$ cat config.mk
export PLATFORM = sky130hd
export DESIGN_NAME = lpdls_top
export DESIGN_NICKNAME = d
export VERILOG_FILES = /design/src/lpdls_pkg.sv /design/src/lpdls_pin_driver.sv /design/src/lpdls_top.sv
export SDC_FILE = /design/constraint.sdc
export NUM_CORES = 1
export LEC_CHECK = 0
export BUFFER_PORTS_ARGS = -buffer_cell sky130_fd_sc_hd__buf_4
export CORE_AREA = 2 2 132 134
export CTS_CLUSTER_DIAMETER = 100
export DETAILED_ROUTE_END_ITERATION = 8
export DIE_AREA = 0 0 134 136
export GPL_TIMING_DRIVEN = 0
export PLACE_DENSITY = 0.85
export SLEW_MARGIN = 5
export SYNTH_ARGS = -nofsm -noshare
export SYNTH_HDL_FRONTEND = slang
export SYNTH_SLANG_ARGS = --single-unit
$ cat constraint.sdc
create_clock -name pclk -period 6 [get_ports pclk]
set_clock_uncertainty 0.05 [all_clocks]
set_input_delay 1.2 -clock pclk [delete_from_list [all_inputs] [get_ports pclk]]
set_output_delay 1.2 -clock pclk [all_outputs]
set_load 0.005 [all_outputs]
$ cat src/lpdls_pkg.sv
// package with register map, field positions, codes and types of the lcd pin drive block
package lpdls_pkg;
  localparam int LPDLS_NPINS = 8;
  localparam logic [7:0] LPDLS_OFF_BIAS = 8'h00;
  localparam logic [7:0] LPDLS_OFF_DRV = 8'h04;
  localparam logic [7:0] LPDLS_OFF_ROLE = 8'h08;
  localparam logic [7:0] LPDLS_OFF_DATA = 8'h0C;
  localparam logic [7:0] LPDLS_OFF_TIME = 8'h10;
  localparam logic [7:0] LPDLS_OFF_STAT = 8'h14;
  localparam logic [7:0] LPDLS_OFF_DISP = 8'h18;
  localparam int LPDLS_DRV_MODE0_BIT = 1;
  localparam int LPDLS_DRV_BYPASS_BIT = 3;
  localparam int LPDLS_DRV_ENABLE_BIT = 0;
  localparam int LPDLS_DRV_LOWMIX_BIT = 2;
  localparam logic [1:0] LPDLS_BIAS_RST = 2'h0;
  localparam logic [31:0] LPDLS_DRV_RST = 32'h0000_0000;
  localparam logic [31:0] LPDLS_TIME_RST = 32'h0010_0040;
  localparam logic [15:0] LPDLS_DIV_RST = 16'h0063;
  // bias selection codes
  localparam logic [1:0] LPDLS_BIAS_THIRD = 2'h0;
  localparam logic [1:0] LPDLS_BIAS_QUARTER = 2'h1;
  localparam logic [1:0] LPDLS_BIAS_FIFTH = 2'h2;
  localparam logic [1:0] LPDLS_BIAS_RSVD = 2'h3;
  // high upper mode bits, low upper mode bits
  localparam logic [1:0] LPDLS_MODE_HI_UP = 2'h0;
  localparam logic [1:0] LPDLS_MODE_LO_UP = 2'h3;

  typedef enum {LPDLS_SEL_GND, LPDLS_SEL_V0, LPDLS_SEL_V1, LPDLS_SEL_V2, LPDLS_SEL_V3,
    LPDLS_SEL_V4} lpdls_level_e;

  typedef enum {LPDLS_CFG_MUX16_FIFTH, LPDLS_CFG_MUX8_QUARTER,
    LPDLS_CFG_MUX4_THIRD} lpdls_cfg_e;

  typedef enum {LPDLS_STR_1X, LPDLS_STR_2X, LPDLS_STR_4X, LPDLS_STR_0P1X,
    LPDLS_STR_0P2X} lpdls_strength_e;

  typedef struct packed {
    logic [2:0] mode;
    logic frame_phase;
    logic drive;
    logic latch;
  } lpdls_ctrl_s;

  typedef struct packed {
    logic [2:0] level;
    logic buf_en;
    logic bypass;
  } lpdls_pin_s;
endpackage : lpdls_pkg

$ cat src/lpdls_pin_driver.sv
// one lcd pin driver: role mux, four-way level select, buffer gating and strength decode
`timescale 1ns/1ps
module lpdls_pin_driver
(
  input wire logic pclk,
  input wire logic presetn,
  input wire logic com_role,
  input wire logic port_bit,
  input wire lpdls_pkg::lpdls_ctrl_s ctrl,
  input wire logic bypass_en,
  output lpdls_pkg::lpdls_pin_s pin,
  output logic [2:0] seg_strength,
  output logic [2:0] com_strength,
  output logic disp_data
);
  import lpdls_pkg::*;

  logic disp_reg;
  lpdls_pin_s pin_reg;
  lpdls_level_e level;
  lpdls_strength_e seg_str;
  lpdls_strength_e com_str;
  lpdls_pin_s pin_next;

  // display bit is sampled only on the latch strobe, so dma writes mid-refresh cannot tear
  always_ff @(posedge pclk or negedge presetn)
  begin
    if (!presetn)
      disp_reg <= 1'b0;
    else if (ctrl.latch)
      disp_reg <= port_bit;
  end

  always_comb
  begin
    level = LPDLS_SEL_GND;
    case ({com_role, disp_reg, ctrl.frame_phase})
      3'b000: level = LPDLS_SEL_V3;
      3'b001: level = LPDLS_SEL_V2;
      3'b010: level = LPDLS_SEL_GND;
      3'b011: level = LPDLS_SEL_V0;
      3'b100: level = LPDLS_SEL_V4;
      3'b101: level = LPDLS_SEL_V1;
      3'b110: level = LPDLS_SEL_V0;
      3'b111: level = LPDLS_SEL_GND;
      default: level = LPDLS_SEL_GND;
    endcase
  end

  always_comb
  begin
    seg_str = LPDLS_STR_1X;
    com_str = LPDLS_STR_1X;
    case (ctrl.mode)
      3'b000:
      begin
        seg_str = LPDLS_STR_1X;
        com_str = LPDLS_STR_1X;
      end
      3'b001:
      begin
        seg_str = LPDLS_STR_1X;
        com_str = LPDLS_STR_2X;
      end
      3'b010:
      begin
        seg_str = LPDLS_STR_1X;
        com_str = LPDLS_STR_4X;
      end
      3'b011:
      begin
        seg_str = LPDLS_STR_2X;
        com_str = LPDLS_STR_2X;
      end
      3'b100:
      begin
        seg_str = LPDLS_STR_2X;
        com_str = LPDLS_STR_4X;
      end
      3'b101:
      begin
        seg_str = LPDLS_STR_4X;
        com_str = LPDLS_STR_4X;
      end
      3'b110:
      begin
        seg_str = LPDLS_STR_0P1X;
        com_str = LPDLS_STR_0P1X;
      end
      default:
      begin
        seg_str = LPDLS_STR_0P2X;
        com_str = LPDLS_STR_0P2X;
      end
    endcase
  end

  always_comb
  begin
    pin_next.level = 3'(level);
    pin_next.buf_en = ctrl.drive;
    pin_next.bypass = !ctrl.drive && bypass_en;
  end

  always_ff @(posedge pclk or negedge presetn)
  begin
    if (!presetn)
    begin
      pin_reg <= '0;
      seg_strength <= 3'h0;
      com_strength <= 3'h0;
    end
    else
    begin
      pin_reg <= pin_next;
      seg_strength <= 3'(seg_str);
      com_strength <= 3'(com_str);
    end
  end

  assign pin = pin_reg;
  assign disp_data = disp_reg;
endmodule : lpdls_pin_driver

$ cat src/lpdls_top.sv
// lcd pin drive top: apb registers, refresh controller and the per-pin drivers
//
// Added by the designer: the address map and the APB slave port.
`timescale 1ns/1ps
module lpdls_top
#(
  parameter int NPINS = lpdls_pkg::LPDLS_NPINS
)
(
  input wire logic pclk,
  input wire logic presetn,
  input wire logic psel,
  input wire logic penable,
  input wire logic pwrite,
  input wire logic [31:0] paddr,
  input wire logic [31:0] pwdata,
  output logic [31:0] prdata,
  output logic pready,
  output logic pslverr,
  output logic [NPINS-1:0] pin_buf_en,
  output logic [NPINS-1:0] pin_bypass,
  output logic [3*NPINS-1:0] pin_level,
  output logic [3*NPINS-1:0] pin_seg_strength,
  output logic [3*NPINS-1:0] pin_com_strength,
  output logic [1:0] bias_select,
  output logic [1:0] bias_config,
  output logic dma_req,
  output logic frame_phase
);
  import lpdls_pkg::*;

  logic [1:0] bias_reg;
  logic [31:0] drv_reg;
  logic [NPINS-1:0] role_reg;
  logic [NPINS-1:0] data_reg;
  logic [31:0] time_reg;
  logic [31:0] prdata_reg;
  logic pready_reg;
  logic pslverr_reg;
  logic [15:0] div_cnt_reg;
  logic tick;
  logic [15:0] phase_cnt_reg;
  logic frame_reg;
  logic drive_reg;
  logic [1:0] mode_up_reg;
  logic latch_reg;
  logic dma_reg;
  logic [1:0] bias_cfg_reg;
  logic [NPINS-1:0] disp_bits;
  lpdls_ctrl_s ctrl;

  wire setup = psel && !penable;
  // the access edge is the one at which the master sees pready high
  wire access = psel && penable && pready_reg;
  // writes land at the access edge, so a request dropped after setup changes nothing
  wire wr_go = access && pwrite;
  wire [7:0] addr = paddr[7:0];
  wire addr_ok = (paddr[31:8] == 24'h0) && (addr[1:0] == 2'h0) &&
    (addr <= LPDLS_OFF_DISP);
  wire ctl_en = drv_reg[LPDLS_DRV_ENABLE_BIT];
  wire mix_low = drv_reg[LPDLS_DRV_LOWMIX_BIT];
  wire bypass_en = drv_reg[LPDLS_DRV_BYPASS_BIT];
  wire [15:0] period = time_reg[15:0];
  wire [15:0] high_time = time_reg[31:16];
  wire [15:0] div_limit = drv_reg[31:16];
  wire period_end = tick && (phase_cnt_reg >= period);
  wire in_high = phase_cnt_reg < high_time;

  // software writes take effect at the access edge, together with pready
  always_ff @(posedge pclk or negedge presetn)
  begin
    if (!presetn)
    begin
      bias_reg <= LPDLS_BIAS_RST;
      drv_reg <= LPDLS_DRV_RST;
      role_reg <= '0;
      data_reg <= '0;
      time_reg <= LPDLS_TIME_RST;
    end
    else if (wr_go && addr_ok)
    begin
      case (addr)
        LPDLS_OFF_BIAS: bias_reg <= pwdata[1:0];
        LPDLS_OFF_DRV: drv_reg <= pwdata;
        LPDLS_OFF_ROLE: role_reg <= pwdata[NPINS-1:0];
        LPDLS_OFF_DATA: data_reg <= pwdata[NPINS-1:0];
        LPDLS_OFF_TIME: time_reg <= pwdata;
        default: ;
      endcase
    end
  end

  wire sel_bias = (addr == LPDLS_OFF_BIAS);
  wire sel_drv = (addr == LPDLS_OFF_DRV);
  wire sel_role = (addr == LPDLS_OFF_ROLE);
  wire sel_data = (addr == LPDLS_OFF_DATA);
  wire sel_time = (addr == LPDLS_OFF_TIME);
  wire sel_stat = (addr == LPDLS_OFF_STAT);
  wire sel_disp = (addr == LPDLS_OFF_DISP);
  // status word: phase count, bias decode, upper mode bits, drive and frame
  wire [31:0] stat_word = {phase_cnt_reg, 8'h0, 2'h0, bias_cfg_reg,
    mode_up_reg, drive_reg, frame_reg};
  wire [31:0] rd_mux =
    sel_bias ? {30'h0, bias_reg} :
    sel_drv ? drv_reg :
    sel_role ? {{(32-NPINS){1'b0}}, role_reg} :
    sel_data ? {{(32-NPINS){1'b0}}, data_reg} :
    sel_time ? time_reg :
    sel_stat ? stat_word :
    sel_disp ? {{(32-NPINS){1'b0}}, disp_bits} : 32'h0;

  // one wait-free access phase: pready rises in the cycle after setup
  always_ff @(posedge pclk or negedge presetn)
  begin
    if (!presetn)
    begin
      pready_reg <= 1'b0;
      pslverr_reg <= 1'b0;
      prdata_reg <= 32'h0;
    end
    else
    begin
      pready_reg <= setup;
      pslverr_reg <= setup && !addr_ok;
      if (setup)
        prdata_reg <= (addr_ok && !pwrite) ? rd_mux : 32'h0;
    end
  end

  // controller clock as an enable pulse; software picks the divide to suit the refresh rate
  always_ff @(posedge pclk or negedge presetn)
  begin
    if (!presetn)
      div_cnt_reg <= 16'h0;
    else if (!ctl_en || tick)
      div_cnt_reg <= 16'h0;
    else
      div_cnt_reg <= div_cnt_reg + 16'h1;
  end
  assign tick = ctl_en && (div_cnt_reg >= div_limit);

  // refresh period counter; frame, drive and mode move on the tick, but clearing enable resets drive and mode at once
  always_ff @(posedge pclk or negedge presetn)
  begin
    if (!presetn)
    begin
      phase_cnt_reg <= 16'h0;
      frame_reg <= 1'b0;
      drive_reg <= 1'b0;
      mode_up_reg <= LPDLS_MODE_HI_UP;
    end
    else if (!ctl_en)
    begin
      phase_cnt_reg <= 16'h0;
      drive_reg <= 1'b0;
      mode_up_reg <= LPDLS_MODE_HI_UP;
    end
    else if (tick)
    begin
      phase_cnt_reg <= period_end ? 16'h0 : phase_cnt_reg + 16'h1;
      if (period_end)
        frame_reg <= !frame_reg;
      // mixed mode holds drive high and swaps strength instead
      drive_reg <= mix_low ? 1'b1 : in_high;
      mode_up_reg <= (mix_low && !in_high) ? LPDLS_MODE_LO_UP : LPDLS_MODE_HI_UP;
    end
  end

  // latch strobe and dma request fire once as each refresh begins
  always_ff @(posedge pclk or negedge presetn)
  begin
    if (!presetn)
    begin
      latch_reg <= 1'b0;
      dma_reg <= 1'b0;
    end
    else
    begin
      latch_reg <= period_end;
      dma_reg <= period_end;
    end
  end

  // the reserved code folds onto the sixteen-way fifth-bias setting
  always_ff @(posedge pclk or negedge presetn)
  begin
    if (!presetn)
      bias_cfg_reg <= 2'(LPDLS_CFG_MUX4_THIRD);
    else
    begin
      case (bias_reg)
        LPDLS_BIAS_FIFTH: bias_cfg_reg <= 2'(LPDLS_CFG_MUX16_FIFTH);
        LPDLS_BIAS_QUARTER: bias_cfg_reg <= 2'(LPDLS_CFG_MUX8_QUARTER);
        LPDLS_BIAS_THIRD: bias_cfg_reg <= 2'(LPDLS_CFG_MUX4_THIRD);
        LPDLS_BIAS_RSVD: bias_cfg_reg <= 2'(LPDLS_CFG_MUX16_FIFTH);
        default: bias_cfg_reg <= 2'(LPDLS_CFG_MUX16_FIFTH);
      endcase
    end
  end

  always_comb
  begin
    ctrl.mode = {mode_up_reg, drv_reg[LPDLS_DRV_MODE0_BIT]};
    ctrl.frame_phase = frame_reg;
    ctrl.drive = drive_reg;
    ctrl.latch = latch_reg;
  end

  genvar gi;
  generate
    for (gi = 0; gi < NPINS; gi++)
    begin : g_pin
      lpdls_pin_s pin_w;
      lpdls_pin_driver u_drv
      (
        .pclk(pclk),
        .presetn(presetn),
        .com_role(role_reg[gi]),
        .port_bit(data_reg[gi]),
        .ctrl(ctrl),
        .bypass_en(bypass_en),
        .pin(pin_w),
        .seg_strength(pin_seg_strength[3*gi +: 3]),
        .com_strength(pin_com_strength[3*gi +: 3]),
        .disp_data(disp_bits[gi])
      );
      assign pin_buf_en[gi] = pin_w.buf_en;
      assign pin_bypass[gi] = pin_w.bypass;
      assign pin_level[3*gi +: 3] = pin_w.level;
    end
  endgenerate

  assign prdata = prdata_reg;
  assign pready = pready_reg;
  assign pslverr = pslverr_reg;
  assign bias_select = bias_reg;
  assign bias_config = bias_cfg_reg;
  assign dma_req = dma_reg;
  assign frame_phase = frame_reg;
endmodule : lpdls_top

---- After elaboration in Yosys (flattened, before gate mapping) ----
Memory sizes are Yosys's and may differ from the RTL's. A register that Yosys moved wholly into a read port is not among the register bits.
Index checks and enable logic that the tools add are counted.
W data, S select, Z words.
storage, ports and cells
  bits in registers ....................... 171
  bits in latches ......................... 0
  memory bits (writable) .................. 0
  bits in read-only memories .............. 192
  output and inout port bits .............. 128
  logic and storage cells ................. 123
  memories ................................ 8
cells by class
  $add $sub $neg .......................... 2
  multiply operators ...................... 0
  div/mod/pow operators ................... 0
  order comparisons ....................... 4
  equal/unequal tests ..................... 16
  shifts and indexed selects .............. 0
  muxes and demuxes ....................... 21
  bitwise gates (word level) .............. 0
  reduce and logical (&&, ||, !) cells .... 45
memory list
  memory            depth  bits a word  read ports  clocked after memory_dff  wr ports  RTL line                source
  (name not given)  8      3            1           1                         0         lpdls_pin_driver.sv:37  case ({com_role, disp_reg, ctrl.frame_phase})
  (name not given)  8      3            1           1                         0         lpdls_pin_driver.sv:37
  (name not given)  8      3            1           1                         0         lpdls_pin_driver.sv:37
  (name not given)  8      3            1           1                         0         lpdls_pin_driver.sv:37
  (name not given)  8      3            1           1                         0         lpdls_pin_driver.sv:37
  (name not given)  8      3            1           1                         0         lpdls_pin_driver.sv:37
  +2 memories       --     --           --          --                        --        --
operator list
  operator                 number
  $mux W32                 7
  $mux W16                 4
  $add A16 B1 Y16 const B  2
  $ge A16 B16 Y1           2
  $eq A8 B5 Y1 const B     3
  $logic_not A24 Y1        1
  $pmux W3 S4              2
  $eq A8 B4 Y1 const B     2
  $lt A16 B16 Y1           1
  $logic_not A1 Y1         15
  $logic_and A1 B1 Y1      13
  $reduce_and A2 Y1        5
  $eq A3 B3 Y1 const B     3
  $eq A8 B3 Y1 const B     1
  $le A8 B5 Y1 const B     1
  $logic_not A8 Y1         1
  $mux W8                  1
  $eq A3 B2 Y1 const B     2
  $mux W2                  3
  $pmux W2 S3              1
  $reduce_or A2 Y1         3
  $reduce_or A3 Y1         2
  $eq A2 B2 Y1 const B     2
  $logic_not A2 Y1         2
  7 further kinds          9

---- Longest topological paths before layout ----
  depth after elaboration ................. 9
  mapped depth ............................ 9
  gate-level depth less buffers ........... 8

---- By module ----
A second synthesis with hierarchy kept.
second synthesis, totals
  cells, all modules ...................... 1055
  area, all modules ....................... 11397.2 sq um
modules (own cells, without submodules)
  module                                  instances  cells each  area each (sq um)
  lpdls_top                               1          832         8171.6
  lpdls_pin_driver at g_pin[2].u_drv ...  5          28          400.4
  lpdls_pin_driver at g_pin[0].u_drv ...  2          28          409.1
  lpdls_pin_driver at g_pin[4].u_drv      1          27          405.4

---- Worst setup path before layout ----
Ideal clock, no wire load.
  path type ............................... input to register
  start point ............................. in paddr[13]
  end point ............................... reg data_reg[0]
  setup time .............................. 0.127 ns
  arrival ................................. 2.774 ns
  data required time ...................... 5.823 ns
  path slack .............................. 3.049 ns
  stages .................................. 7
  cells stage by stage .................... nor4_1 -> nand4_1 -> or3_4 -> nor2_8 -> and3_1 -> buf_6 -> mux2_1
on the way
  cells in the longest elaborated chain, start to end .. 5
ends and longest elaborated chain
  element                             RTL line         source
  start: declaration                  lpdls_top.sv:15  input wire logic [31:0] paddr,
  $logic_not A24 Y1                   lpdls_top.sv:58  wire addr_ok = (paddr[31:8] == 24'h0) && (addr[1:0] == 2'h0) &&
  $logic_and A1 B1 Y1 (2 in a row)    lpdls_top.sv:58
  $logic_and A1 B1 Y1                 lpdls_top.sv:80  else if (wr_go && addr_ok)
  $reduce_and A2 Y1 (no source line)  --
  end signal: assignment              lpdls_top.sv:86  LPDLS_OFF_DATA: data_reg <= pwdata[NPINS-1:0];
  end: declaration                    lpdls_top.sv:35  logic [NPINS-1:0] data_reg;
Every way passes these cells.
A chain may end at the register's enable or synchronous reset.

---- Worst setup path after layout ----
  start point ............................. in paddr[1]
  end point ............................... reg prdata_reg[29], in the netlist prdata[29]
on the way
  cells in the longest elaborated chain, start to end .. 8
  elaborated cells between the ends (all ways) .. 18
  classes of those cells .................. order compare (1); eq/ne (5); mux (7); reduce/logical (5)
ends and longest elaborated chain
  element                 RTL line          source
  $eq A8 B5 Y1            lpdls_top.sv:98   wire sel_stat = (addr == LPDLS_OFF_STAT);
  $mux W32                lpdls_top.sv:109  sel_stat ? stat_word :
  $mux W32                lpdls_top.sv:108  sel_time ? time_reg :
  $mux W32                lpdls_top.sv:107  sel_data ? {{(32-NPINS){1'b0}}, data_reg} :
  $mux W32                lpdls_top.sv:106  sel_role ? {{(32-NPINS){1'b0}}, role_reg} :
  $mux W32                lpdls_top.sv:105  sel_drv ? drv_reg :
  $mux W32                lpdls_top.sv:104  sel_bias ? {30'h0, bias_reg} :
  $mux W32 (*)            lpdls_top.sv:126  prdata_reg <= (addr_ok && !pwrite) ? rd_mux : 32'h0;
  end signal: assignment  lpdls_top.sv:126
  end: declaration        lpdls_top.sv:37   logic [31:0] prdata_reg;
Mark *: on every way between the ends. The rest lies on a longest branch, timed or not.

==> metrics <==
Max Cap Viol=0; CTS Hold Buffers Added=0; Hold Path Sink=g_pin[7].u_drv.pin[1]$_DFF_PN0_; Post-synth top cells=dfrtp_1, nand2_1, mux2_4, o21ai_0, buf_4; share of layout cells above drive strength 1=35.7%; CTS Sinks=191; Final Power=approximately 2.6 mW; total negative slack=0 ns; gpl congestion=between 0.9 and 1; sequential cell area=4780 um^2; Period Utilization, post-route=between 40% and 50%; final setup vio count=0; CP Class=in -> reg; Initial Util=59.1%; RSZ-0062 raised after global routing=no; CP arrival=between 3 and 4 ns; largest net degree at the start of global routing=107; Mean Syn Cell Area=11.2 um^2; Slew headroom=between 40% and 50%; synthesis-stage register bit count=around 190; DRT antenna net count=0; worst min-delay path category=reg -> reg; top-count cell post-synth=dfrtp_1; ANT cells=0; total track usage=between 20% and 30%; number of enable flip-flop cells after synthesis=0; Reg-to-Reg Start=drv_reg[31]$_DFFE_PN0P_; initial antenna violation count=0; Area Growth Syn to Fin=24.0%; Peak VDD IR=about 0.18 mV; critical path peak fanout=10; fillcell total=about 1.1k; Clk Latency, worst-skew pair=~0.44 ns; Cell Area, Placed=11,800 um^2; TritonRoute pass-1 iters=7; synthesized instance count=a little under 900; top cells by area, synth=dfrtp_1, mux2_4, ha_1; Hold Vio Cnt, Final=0; total CTS buffers=17; async set-or-reset flop fraction in the synthesized netlist=between 90% and 100%; first-pass GRT wire length=40,300 um; Seq/Total Area, Yosys=around 48%; multi-input logic area=roughly 4300 um^2; io pins=around 200; Pleak=6.46 nW; CTS tree=yes; r2r endpoint=phase_cnt_reg[7]$_DFFE_PN0N_; crit start category=primary input; total grt overflow=0; final core utilization=around three quarters; H-tree depth=4; drt drc=0; worst hold start=drive_reg$_DFFE_PN0N_; P per Cell Area=roughly 210 nW/um^2; Iteration-0 DRC Markers=720; Worst Hold Margin=slightly above 0.4 ns; PortBufs=194; Synth area leader=dfrtp_1; core footprint=around 17,000 um^2; Yosys cell types=between 50 and 60; routed vias=7,717; Synthesis Warnings=0; Top FF cell, synth=dfrtp_1; post-CTS resize count=0; CTS root buffer=clkbuf_16; post-CTS setup buffers=0; max-slew violations=0; total wire length=around 25,000 um; reg2reg path depth=9; Die ar.=around 18,000 um^2; Die X=134 um; Worst R2R Setup Slack=just over 3 ns; vias per cell=around 5.8; Rows=between 40 and 50; clk slew on worst S/H paths=0.07 ns; Period minus WS final=a little under 3 ns; Clock Tree Buf Depth=2; Total Nets Final=between 1k and 1.5k; wire length per cell=18.9 um; critical path endpoint category=flip-flop; worst endpoint required time=6.30 ns; die height=136 um; Fmax=335 MHz; Yosys top cell area share=a little under half; vias in the first global route=between 7k and 8k; syn nets=1,010; design area=12,400 um^2; dpl hpwl=roughly 19,000 um; Hold Path Depth=0; worst slew pin tran=roughly 0.8 ns; synthesized cell area=about 10000 um^2; status=completed
-- worst max path at each step --
stage / start / to / slack [ns] / depth (start not counted)
floorplan: paddr[13] / data_reg[0]$_DFFE_PN0P_ / 3.05 / 7
global placement: presetn / prdata[27]$_DFFE_PN0P_ / 2.49 / 1
detailed placement: paddr[20] / prdata[18]$_DFFE_PN0P_ / 2.60 / 8
CTS: paddr[20] / prdata[16]$_DFFE_PN0P_ / 3.05 / 8
global route: drv_reg[31]$_DFFE_PN0P_ / phase_cnt_reg[1]$_DFFE_PN0N_ / 2.91 / 9
finish: paddr[1] / prdata[29]$_DFFE_PN0P_ / 3.02 / 7
-- critical path, cell delays in order --
cell and delay [ns]:
buf_4 0.14, nor4b_2 0.45, and3_1 0.25, clkbuf_1 0.37, clkbuf_1 0.47, a222oi_1 0.19, o21ai_0 0.20
-- placed cells by master (no fill, tap or decap), types with 10 or more instances in the layout --
master,n
nand2_1,62
nand3_1,16
clkbuf_16,17
mux2_2,25
dfrtp_1,188
xor2_1,18
a222oi_1,16
a21oi_1,26
ha_1,51
mux2_4,60
inv_1,56
buf_4,252
a22o_1,15
nor2b_1,22
nand4_1,10
o21ai_0,60
nor2_1,46
and3_1,16
clkbuf_1,20
-- logic make-up (layout without fill, tap and decap cells) --
family	Yosys count	after routing	synth area share (%)
AOI/OAI and AO/OA	160	160	10.6
xor gates and xnor gates	23	23	2.02
adders and majority gates	51	51	6.39
buffers and inverters	152	379	8.56
DFF	191	191	47.9
muxes	99	99	13.3
and+or+nand+nor	214	214	11.2
-- final cells by class --
type | instances | share of cell area [%]
buffer | 96 | 5.21
clock buffer | 17 | 3.44
clock inverter | 15 | 1.57
inverter | 56 | 1.70
multi-input combinational | 547 | 35.1
sequential | 191 | 38.7
tap | 225 | 2.28
timing repair buffer | 195 | 12.1
-- stage by stage --
stage / cells / worst slack (ns)
2_1_floorplan: 890 / 3.05
3_3_place_gp: 1309 / 2.49
3_5_place_dp: 1310 / 2.60
4_1_cts: 1342 / 3.05
5_1_grt: 1342 / 2.91
6_report: 1342 / 3.02
-- power by group --
part | total (mW) | switching [mW] | internal, mW
Combinational | 0.0981 | 0.0596 | 0.0385
Sequential | 1.29 | 0.000265 | 1.29
Clock | 1.17 | 0.564 | 0.605
-- routing by layer --
| metal | vias to the layer above | wire [um] | GRT usage [%] |
|---|---|---|---|
| met5 | - | 0 | 0 |
| met4 | 0 | 725 | 10.5 |
| met3 | 57 | 2470 | 7.16 |
| met2 | 397 | 12100 | 47.1 |
| met1 | 3748 | 10200 | 37.3 |
| li1 | 3515 | - | - |
(Power assumes the default switching activity.)
